**config.mk**
```make
export PLATFORM = sky130hd
export DESIGN_NAME = pls_core
export DESIGN_NICKNAME = d
export VERILOG_FILES = /design/src/core/pls_core.v
export VERILOG_INCLUDE_DIRS = /design/src /design/src/pkg
export SDC_FILE = /design/constraint.sdc
export NUM_CORES = 1
export LEC_CHECK = 0
export ABC_CLOCK_PERIOD_IN_PS = 11100
export CORE_AREA = 8 8 171 189
export DETAILED_ROUTE_END_ITERATION = 8
export DIE_AREA = 0 0 179 197
export DONT_BUFFER_PORTS = 1
export HOLD_SLACK_MARGIN = 0.03
export PLACE_DENSITY_LB_ADDON = 0.25
export SLEW_MARGIN = 20
export SYNTH_ARGS = -nofsm -noshare
export SYNTH_HDL_FRONTEND = slang
export SYNTH_SLANG_ARGS = --single-unit
```
**constraint.sdc**
```tcl
create_clock -name clk_sys -period 11.1 [get_ports clk_sys]
set_clock_uncertainty 0.1 [all_clocks]
set_input_delay 2.22 -clock clk_sys [delete_from_list [all_inputs] [get_ports clk_sys]]
set_output_delay 2.22 -clock clk_sys [all_outputs]
set_load 0.02 [all_outputs]
```
**src/pkg/pls_defs.vh**
```
// Constants of the tuning synthesiser digital core: APB map, control word
// fields, reset values and divider counts. Definitions only.
`ifndef PLS_DEFS_VH
`define PLS_DEFS_VH

// APB register byte offsets
`define PLS_OFS_FREQ 8'h00
`define PLS_OFS_CTRL 8'h04
`define PLS_OFS_STAT 8'h08
`define PLS_OFS_PHASE 8'h0C

// Serial word layout, 17 bits, first bit sent is bit 16
`define PLS_WORD_LEN 5'h11
`define PLS_START_BIT 16
`define PLS_LATCH_BIT 15

// Control word fields
`define PLS_C_BAND 0
`define PLS_C_REF_DIVISOR_SELECT 1
`define PLS_C_GAIN_LO 2
`define PLS_C_GAIN_HI 5
`define PLS_C_FEAT 6
`define PLS_C_SYNC 7
`define PLS_C_PDM0 8
`define PLS_C_PHASE_DET_MODE_BIT1 9
`define PLS_C_BRM 10
`define PLS_C_TEST_LO 11
`define PLS_C_TEST_HI 14

// Reset values
`define PLS_RST_DIV 15'h0200
`define PLS_RST_CTRL 15'h0000

// Divider counts
`define PLS_REF_DIV_LO 7'h7D
`define PLS_REF_DIV_HI 7'h64
`define PLS_PRESCALE 4'hA
`define PLS_SAMPLE_DIV 5'h1F
`define PLS_LOCK_COUNT 2'h3
`define PLS_DIV_MIN 15'h0200

// Phase detector modes with feature bits in use
`define PLS_PDM_AUTO 2'h0
`define PLS_PDM_OFF 2'h1
`define PLS_PDM_ON 2'h2

// Test routing codes
`define PLS_TST_REF 4'h1
`define PLS_TST_DIV 4'h2
`define PLS_TST_LOCK 4'h4

`endif

```
**src/core/pls_core.v**
```verilog
// Digital core of a PLL tuning synthesiser: band select, prescaler,
// programmable and reference dividers, twin phase detector, lock logic.
// Assumes a 25 MHz clk_sys, APB on the same clock, and all pins
// (oscillator inputs, serial link) asynchronous to clk_sys.
//
// Local design decisions: register access over APB and the placing of the registers.
`timescale 1ns/10ps
`include "pls_defs.vh"

module pls_core #(
  parameter PH_WIN = 16'h0008
) (
  // Clock and reset
  input wire clk_sys,
  input wire rstn,
  // Oscillator pins
  input wire upper_band_osc_input,
  input wire lower_band_osc_input,
  input wire ref_osc_in,
  // Serial link pins
  input wire serial_shift_clock,
  input wire serial_data,
  input wire serial_word_enable,
  // APB slave
  input wire [7:0] paddr,
  input wire psel,
  input wire penable,
  input wire pwrite,
  input wire [31:0] pwdata,
  output reg [31:0] prdata,
  output reg pready,
  output reg pslverr,
  // Phase detector and analog control
  output reg pd_up_r,
  output reg pd_dn_r,
  output reg sample_r,
  output reg [15:0] phase_hold_r,
  output reg dig_pd_en_r,
  output reg [3:0] gain_r,
  output reg prescaler_on_r,
  output reg test_out_r
);

  // ==========================================================
  // Input synchronisers
  localparam NIN = 6;
  wire [NIN-1:0] pin_raw;
  reg [NIN-1:0] s1_r;
  reg [NIN-1:0] s2_r;
  reg [NIN-1:0] s3_r;
  wire [NIN-1:0] rise;
  assign pin_raw = {serial_word_enable, serial_data, serial_shift_clock,
                    ref_osc_in, lower_band_osc_input, upper_band_osc_input};
  genvar gi;
  generate
    for (gi = 0; gi < NIN; gi = gi + 1) begin : g_sync
      always @(posedge clk_sys) begin
        if (!rstn) begin
          s1_r[gi] <= 1'b0;
          s2_r[gi] <= 1'b0;
          s3_r[gi] <= 1'b0;
        end else begin
          s1_r[gi] <= pin_raw[gi];
          s2_r[gi] <= s1_r[gi];
          s3_r[gi] <= s2_r[gi];
        end
      end
      assign rise[gi] = s2_r[gi] & ~s3_r[gi];
    end
  endgenerate
  wire up_edge = rise[0];
  wire lo_edge = rise[1];
  wire ref_edge = rise[2];
  wire sck_rise = rise[3];
  wire sdat = s2_r[4];
  wire sen = s2_r[5];
  wire sen_fall = ~s2_r[5] & s3_r[5];
  // ==========================================================
  // Control latch and decoded fields
  reg [14:0] ctrl_r;
  reg [14:0] div_pend_r;
  reg [14:0] div_n_r;
  reg div_new_r;
  wire band_up = ctrl_r[`PLS_C_BAND];
  wire feat_on = ctrl_r[`PLS_C_FEAT];
  wire [1:0] pdm = {ctrl_r[`PLS_C_PHASE_DET_MODE_BIT1], ctrl_r[`PLS_C_PDM0]};
  wire [3:0] tsel = ctrl_r[`PLS_C_TEST_HI:`PLS_C_TEST_LO];
  wire sync_ld = feat_on & ctrl_r[`PLS_C_SYNC];
  // ==========================================================
  // Serial receiver
  reg [16:0] sh_r;
  reg [4:0] bitcnt_r;
  reg [15:0] word_r;
  reg word_ok_r;
  wire xfer = ~sen & sck_rise & word_ok_r;
  always @(posedge clk_sys) begin
    if (!rstn) begin
      sh_r <= 17'h00000;
      bitcnt_r <= 5'h00;
      word_r <= 16'h0000;
      word_ok_r <= 1'b0;
    end else begin
      if (sen) begin
        if (sck_rise) begin
          sh_r <= {sh_r[15:0], sdat};
          if (bitcnt_r != 5'h1F) begin
            bitcnt_r <= bitcnt_r + 5'h01;
          end
        end
      end else begin
        bitcnt_r <= 5'h00;
      end
      if (sen_fall && bitcnt_r == `PLS_WORD_LEN && !sh_r[`PLS_START_BIT]) begin
        word_r <= sh_r[15:0];
        word_ok_r <= 1'b1;
      end else if (xfer) begin
        word_ok_r <= 1'b0;
      end
    end
  end
  // ==========================================================
  // APB slave
  wire apb_acc = psel & penable & ~pready;
  // Write lands at the edge where the master sees pready high
  wire apb_wr = psel & penable & pready & pwrite;
  wire [3:0] lock_cnt_w;
  always @(posedge clk_sys) begin
    if (!rstn) begin
      pready <= 1'b0;
      pslverr <= 1'b0;
      prdata <= 32'h00000000;
    end else begin
      pready <= apb_acc;
      pslverr <= 1'b0;
      prdata <= 32'h00000000;
      if (apb_acc) begin
        case (paddr)
          `PLS_OFS_FREQ: prdata <= {17'h00000, div_n_r};
          `PLS_OFS_CTRL: prdata <= {17'h00000, ctrl_r};
          `PLS_OFS_STAT: prdata <= {24'h000000, lock_cnt_w, word_ok_r,
                                    div_new_r, prescaler_on_r, dig_pd_en_r};
          `PLS_OFS_PHASE: prdata <= {16'h0000, phase_hold_r};
          default: pslverr <= 1'b1;
        endcase
      end
    end
  end
  // ==========================================================
  // Latches fed from serial link or APB
  wire ser_freq = xfer & ~word_r[`PLS_LATCH_BIT];
  wire apb_freq = apb_wr & (paddr == `PLS_OFS_FREQ);
  wire samp_pulse;
  wire apply = div_new_r & (~sync_ld | samp_pulse);
  always @(posedge clk_sys) begin
    if (!rstn) begin
      ctrl_r <= `PLS_RST_CTRL;
      div_pend_r <= `PLS_RST_DIV;
      div_n_r <= `PLS_RST_DIV;
      div_new_r <= 1'b0;
    end else begin
      if (xfer && word_r[`PLS_LATCH_BIT]) begin
        ctrl_r <= word_r[14:0];
      end else if (apb_wr && paddr == `PLS_OFS_CTRL) begin
        ctrl_r <= pwdata[14:0];
      end
      if (ser_freq || apb_freq) begin
        div_pend_r <= ser_freq ? word_r[14:0] : pwdata[14:0];
        div_new_r <= 1'b1;
      end else if (apply) begin
        div_new_r <= 1'b0;
      end
      if (apply) begin
        div_n_r <= div_pend_r;
      end
    end
  end
  // ==========================================================
  // Band select, prescaler, programmable divider
  reg [3:0] pre_cnt_r;
  reg [14:0] pcnt_r;
  reg div_pulse_r;
  wire pre_in = band_up ? up_edge : 1'b0;
  wire pre_tc = pre_in && pre_cnt_r == `PLS_PRESCALE - 4'h1;
  wire lo_pulse = band_up ? pre_tc : lo_edge;
  always @(posedge clk_sys) begin
    if (!rstn) begin
      pre_cnt_r <= 4'h0;
      prescaler_on_r <= 1'b0;
      pcnt_r <= 15'h0000;
      div_pulse_r <= 1'b0;
    end else begin
      prescaler_on_r <= band_up;
      if (!band_up) begin
        pre_cnt_r <= 4'h0;
      end else if (pre_in) begin
        pre_cnt_r <= pre_tc ? 4'h0 : pre_cnt_r + 4'h1;
      end
      div_pulse_r <= 1'b0;
      if (lo_pulse) begin
        if (pcnt_r == 15'h0000) begin
          pcnt_r <= div_n_r - 15'h0001;
          div_pulse_r <= 1'b1;
        end else begin
          pcnt_r <= pcnt_r - 15'h0001;
        end
      end
    end
  end
  // ==========================================================
  // Reference divider and sampling divider
  reg [6:0] rcnt_r;
  reg ref_pulse_r;
  reg ref_sq_r;
  reg [4:0] scnt_r;
  wire [6:0] rdiv = ctrl_r[`PLS_C_REF_DIVISOR_SELECT] ? `PLS_REF_DIV_HI : `PLS_REF_DIV_LO;
  assign samp_pulse = ref_pulse_r && scnt_r == `PLS_SAMPLE_DIV;
  always @(posedge clk_sys) begin
    if (!rstn) begin
      rcnt_r <= 7'h00;
      ref_pulse_r <= 1'b0;
      ref_sq_r <= 1'b0;
      scnt_r <= 5'h00;
    end else begin
      ref_pulse_r <= 1'b0;
      if (ref_edge) begin
        if (rcnt_r >= rdiv - 7'h01) begin
          rcnt_r <= 7'h00;
          ref_pulse_r <= 1'b1;
          ref_sq_r <= ~ref_sq_r;
        end else begin
          rcnt_r <= rcnt_r + 7'h01;
        end
      end
      if (ref_pulse_r) begin
        scnt_r <= scnt_r + 5'h01;
      end
    end
  end
  // ==========================================================
  // Phase frequency detector and sampled detector
  reg up_st_r;
  reg dn_st_r;
  reg [15:0] width_r;
  reg [15:0] last_w_r;
  wire both = (up_st_r | ref_pulse_r) & (dn_st_r | div_pulse_r);
  wire [15:0] mag = last_w_r[15] ? (16'h0000 - last_w_r) : last_w_r;
  wire out_rng = mag > PH_WIN;
  always @(posedge clk_sys) begin
    if (!rstn) begin
      up_st_r <= 1'b0;
      dn_st_r <= 1'b0;
      width_r <= 16'h0000;
      last_w_r <= 16'h0000;
      pd_up_r <= 1'b0;
      pd_dn_r <= 1'b0;
      sample_r <= 1'b0;
      phase_hold_r <= 16'h0000;
    end else begin
      if (both) begin
        up_st_r <= 1'b0;
        dn_st_r <= 1'b0;
        last_w_r <= width_r;
        width_r <= 16'h0000;
      end else begin
        up_st_r <= up_st_r | ref_pulse_r;
        dn_st_r <= dn_st_r | div_pulse_r;
        if (up_st_r) begin
          width_r <= width_r + 16'h0001;
        end else if (dn_st_r) begin
          width_r <= width_r - 16'h0001;
        end
      end
      pd_up_r <= up_st_r & dig_pd_en_r;
      pd_dn_r <= dn_st_r & dig_pd_en_r;
      sample_r <= samp_pulse;
      if (samp_pulse) begin
        phase_hold_r <= last_w_r;
      end
    end
  end
  // ==========================================================
  // In-lock detector
  reg [1:0] lock_cnt_r;
  assign lock_cnt_w = {2'b00, lock_cnt_r};
  always @(posedge clk_sys) begin
    if (!rstn) begin
      lock_cnt_r <= 2'h0;
      dig_pd_en_r <= 1'b1;
    end else begin
      if (feat_on && pdm == `PLS_PDM_OFF) begin
        dig_pd_en_r <= 1'b0;
        lock_cnt_r <= 2'h0;
      end else if (feat_on && pdm == `PLS_PDM_ON) begin
        dig_pd_en_r <= 1'b1;
        lock_cnt_r <= 2'h0;
      end else if (samp_pulse) begin
        if (out_rng) begin
          dig_pd_en_r <= 1'b1;
          lock_cnt_r <= 2'h0;
        end else if (lock_cnt_r == `PLS_LOCK_COUNT - 2'h1) begin
          dig_pd_en_r <= 1'b0;
          lock_cnt_r <= `PLS_LOCK_COUNT;
        end else if (lock_cnt_r != `PLS_LOCK_COUNT) begin
          lock_cnt_r <= lock_cnt_r + 2'h1;
        end
      end
    end
  end
  // ==========================================================
  // Alignment output and gain
  always @(posedge clk_sys) begin
    if (!rstn) begin
      test_out_r <= 1'b0;
      gain_r <= 4'h0;
    end else begin
      gain_r <= ctrl_r[`PLS_C_GAIN_HI:`PLS_C_GAIN_LO];
      if (!feat_on) begin
        test_out_r <= 1'b0;
      end else begin
        case (tsel)
          `PLS_TST_REF: test_out_r <= ref_sq_r;
          `PLS_TST_DIV: test_out_r <= div_pulse_r;
          `PLS_TST_LOCK: test_out_r <= ~dig_pd_en_r;
          default: test_out_r <= 1'b0;
        endcase
      end
    end
  end
endmodule

```
==> impl_metrics.ini <==
[status]
outcome = completed

[detailed_routing]
vias = 7581
dr.first_iter.drc_count = 384
wl_per_cell_um = 16.4
drc = 0
antenna_left = 0
routed_wl_um = 24500
viasPerCell = 5.07
drt_pass1_iterations = 5

[synth]
ys_async_sr_fraction_pct = 0
synthTopCellsByArea = dfxtp_1 (43%), nand2_1 (8.2%), mux2i_1 (6.6%), a21boi_0 (4.9%), ha_1 (3.7%)
muxShareOfSynthArea_pct = 7.90
synth-edff-count = 0
synth-simple-area-share_pct = 22.3
synth.top_cell.area_share_pct = 42.9
synth_ff_type = dfxtp_1
synth_xor_area_share_pct = 2.61
ys_top_cells_by_count = nand2_1 (219), dfxtp_1 (216), nor2_1 (76)
syn_inst = 1137
yosysTopAreaCell = dfxtp_1
yosys.area_share.adder_pct = 3.92
yosysMostFrequentCell = nand2_1
ys_warn_count = 0
synth_area_mm2 = 0.0101
synth_cell_type_count = 68
synth_compound_area_share_pct = 16.2
ys_seq_area_share_pct = 42.9
synth-seq-cells = 216
syn_avg_cell_area_um2 = 8.86
synth_top_family_by_area = simple AND/OR/NAND/NOR gates

[timing]
worst_slew_pin_slew_ns = 1.06
maxSlewHeadroom_pct = 29.1
max_freq_mhz = 249
fin_ws_ns = 7.08
fin_crit_sh_pct = 36.2
finalCriticalPeriod_ns = 4.02
slew_viol_final = 0
setup_violations = 0
finalHoldViolCount = 0
rsz0062_at_grt = false
setup_tns_ns = 0

[clocking]
ctsResizeCount = 0
cts_hold_buf = 0
cts_buffers = 25
cts_buffer_depth = 3
clock-sinks = 216
clk_pin_slew_ns = 0.06
cts-root-buf = clkbuf_16
cts_tree = built
post_cts_buffers = 0
insertion_delay_ns = 0.51
h-tree-depth = 1

[setup_path]
startpoint_type = input pin
worst_path_max_delay_cell = or4_1
cp_max_fo = 20
critPathTopFamily = simple AND/OR/NAND/NOR gates
crit_path_max_incr_delay_ns = 0.57
reg2reg_depth = 13
cp.arrival_ns = 4.33
crit_buf_inv = 2
end_kind = flip-flop
crit_chain = or4_1 > nor3_1 > buf_4 > nand2_1 > o21ai_2 > buf_4 > nand2_1 > o211a_1
path_depth = 8
path_class = in2reg
cp.required_ns = 11.41

[global_route]
use_met2_pct = 21.8
antenna_found_initial = 0
gr-usage-met1_pct = 17.7
grt_pass1_vias = 7220
grt_use_total_pct = 13.8
grt_pass1_wl_um = 39600
grt_max_degree = 169
grt_use_met3_pct = 3.54
globalRoute.totalOverflow = 0
top_usage_layer = met2

[job]
drv_cap = 0

[floorplan]
num_rows = 66
start_util_pct = 34.6
die-area_mm2 = 0.0353
num_io_pins = 111
die_w_um = 179
die_y_um = 197
core_mm2 = 0.0292

[pwr]
irDropWorstVdd_mv = 0.111
powerDensity_mw_per_mm2 = 153
p_leak_nw = 4.62

[layout]
nets = 1189
n_antenna_cell = 0
nFillCells = 2972
multiInputGateArea_mm2 = 0.00541
synthToLayoutAreaGrowth_pct = 9.71
seqCellArea_mm2 = 0.00432
drive_gt1_share_pct = 6.07

[placed_design]
gp_congestion = 0.840
pre_cts_slack_ns = 6.31
place_hpwl_um = 17400
portBuffers = 0

[worst_hold_path]
hold_path_class = reg2reg
hold_depth = 1
==> worst reg2reg max path: cells and delay by family, from the launching register on <==
| family | cells | cell delay (ns) |
|---|---|---|
| AOI/OAI and AO/OA | 3 | 0.86 |
| adders and majority gates | 1 | 0.22 |
| DFF | 1 | 0.40 |
| muxes | 1 | 0.22 |
| and+or+nand+nor | 8 | 2.00 |
==> layout by cell type (no fill, tap or decap), types with 6 or more instances in the layout <==
cell / netlist / final
and2_1: 36 / 36
o21ai_0: 20 / 20
o211a_1: 30 / 30
or2_2: 7 / 7
nor2_1: 76 / 73
nand2_1: 219 / 219
a211oi_1: 6 / 6
inv_1: 15 / 15
buf_4: 16 / 6
dfxtp_1: 216 / 216
xnor2_1: 18 / 18
o31ai_1: 7 / 7
nand4_1: 8 / 8
or3_1: 9 / 9
nand3_1: 19 / 19
ha_1: 30 / 30
nor3_1: 17 / 17
a21boi_0: 66 / 66
conb_1: 1 / 16
mux4_2: 6 / 6
mux2i_1: 66 / 66
a31oi_1: 6 / 6
clkbuf_16: 0 / 25
clkbuf_1: 49 / 7
a21oi_1: 47 / 47
a21o_1: 10 / 10
and3_1: 15 / 15
nor2b_1: 27 / 27
xor2_1: 12 / 12
==> per-stage QoR <==
step	util, %	area, um2	instances	total power (W)	hold WS [ns]
after floorplan	-	10100	1152	0.000934	0.312
after global placement	35.3	10300	1454	0.000941	0.313
after detailed placement	35.3	10300	1454	0.000941	0.320
after CTS	37.9	11000	1495	0.00172	0.332
after global routing	37.9	11100	1495	0.00176	0.342
final	37.9	11100	1495	0.00169	0.331
==> final cells by class <==
cell class	count	share of cell area, %
clock buffers	35	6.27
clock inverters	6	0.532
inverters	15	0.509
multi-input cells	843	48.9
flip-flops and latches	216	39.1
well taps	374	4.23
repair buffers	6	0.408
==> worst paths after layout <==
path / startpoint / to / slack [ns]
setup reg to reg: pcnt_r[5] / pcnt_r[10] / 7.18
setup / recovery: paddr[5] / ctrl_r[7] / 7.08
hold / removal: s1_r[0] / s2_r[0] / 0.33
hold reg to reg: s1_r[0] / s2_r[0] / 0.33
==> sequential cells by signal, indices dropped and copies added (netlist names), 6 cells and up <==
signal	count
sh_r	17
last_w_r	16
phase_hold_r	16
prdata	16
width_r	16
word_r	16
ctrl_r	15
div_n_r	15
div_pend_r	15
pcnt_r	15
rcnt_r	7
s1_r	6
==> where the power goes <==
group          leakage [nW]  switching, W  internal, W  total [W]
combinational          2.50     0.0000769    0.0000564   0.000133
clock                 0.372      0.000310     0.000454   0.000765
sequential             1.74    0.00000807     0.000785   0.000793
total                  4.62      0.000395      0.00130    0.00169
==> logic make-up after synthesis <==
logic type               after synthesis
XOR/XNOR                              30
AND/OR/NAND/NOR                      467
adder cells (fa/ha/maj)               31
AO/OA/AOI/OAI                        227
flip-flops                           216
buffers and inverters                 93
other                                  1
multiplexers                          72
==> per-layer routing <==
metal  vias to the layer above  share of wire (%)
met4                         0                3.3
met5                         -                  0
met1                      3518                 45
li1                       3873                  -
met2                       147                 45
met3                        43                6.6
No activity file was read; power rests on OpenSTA's default activity.
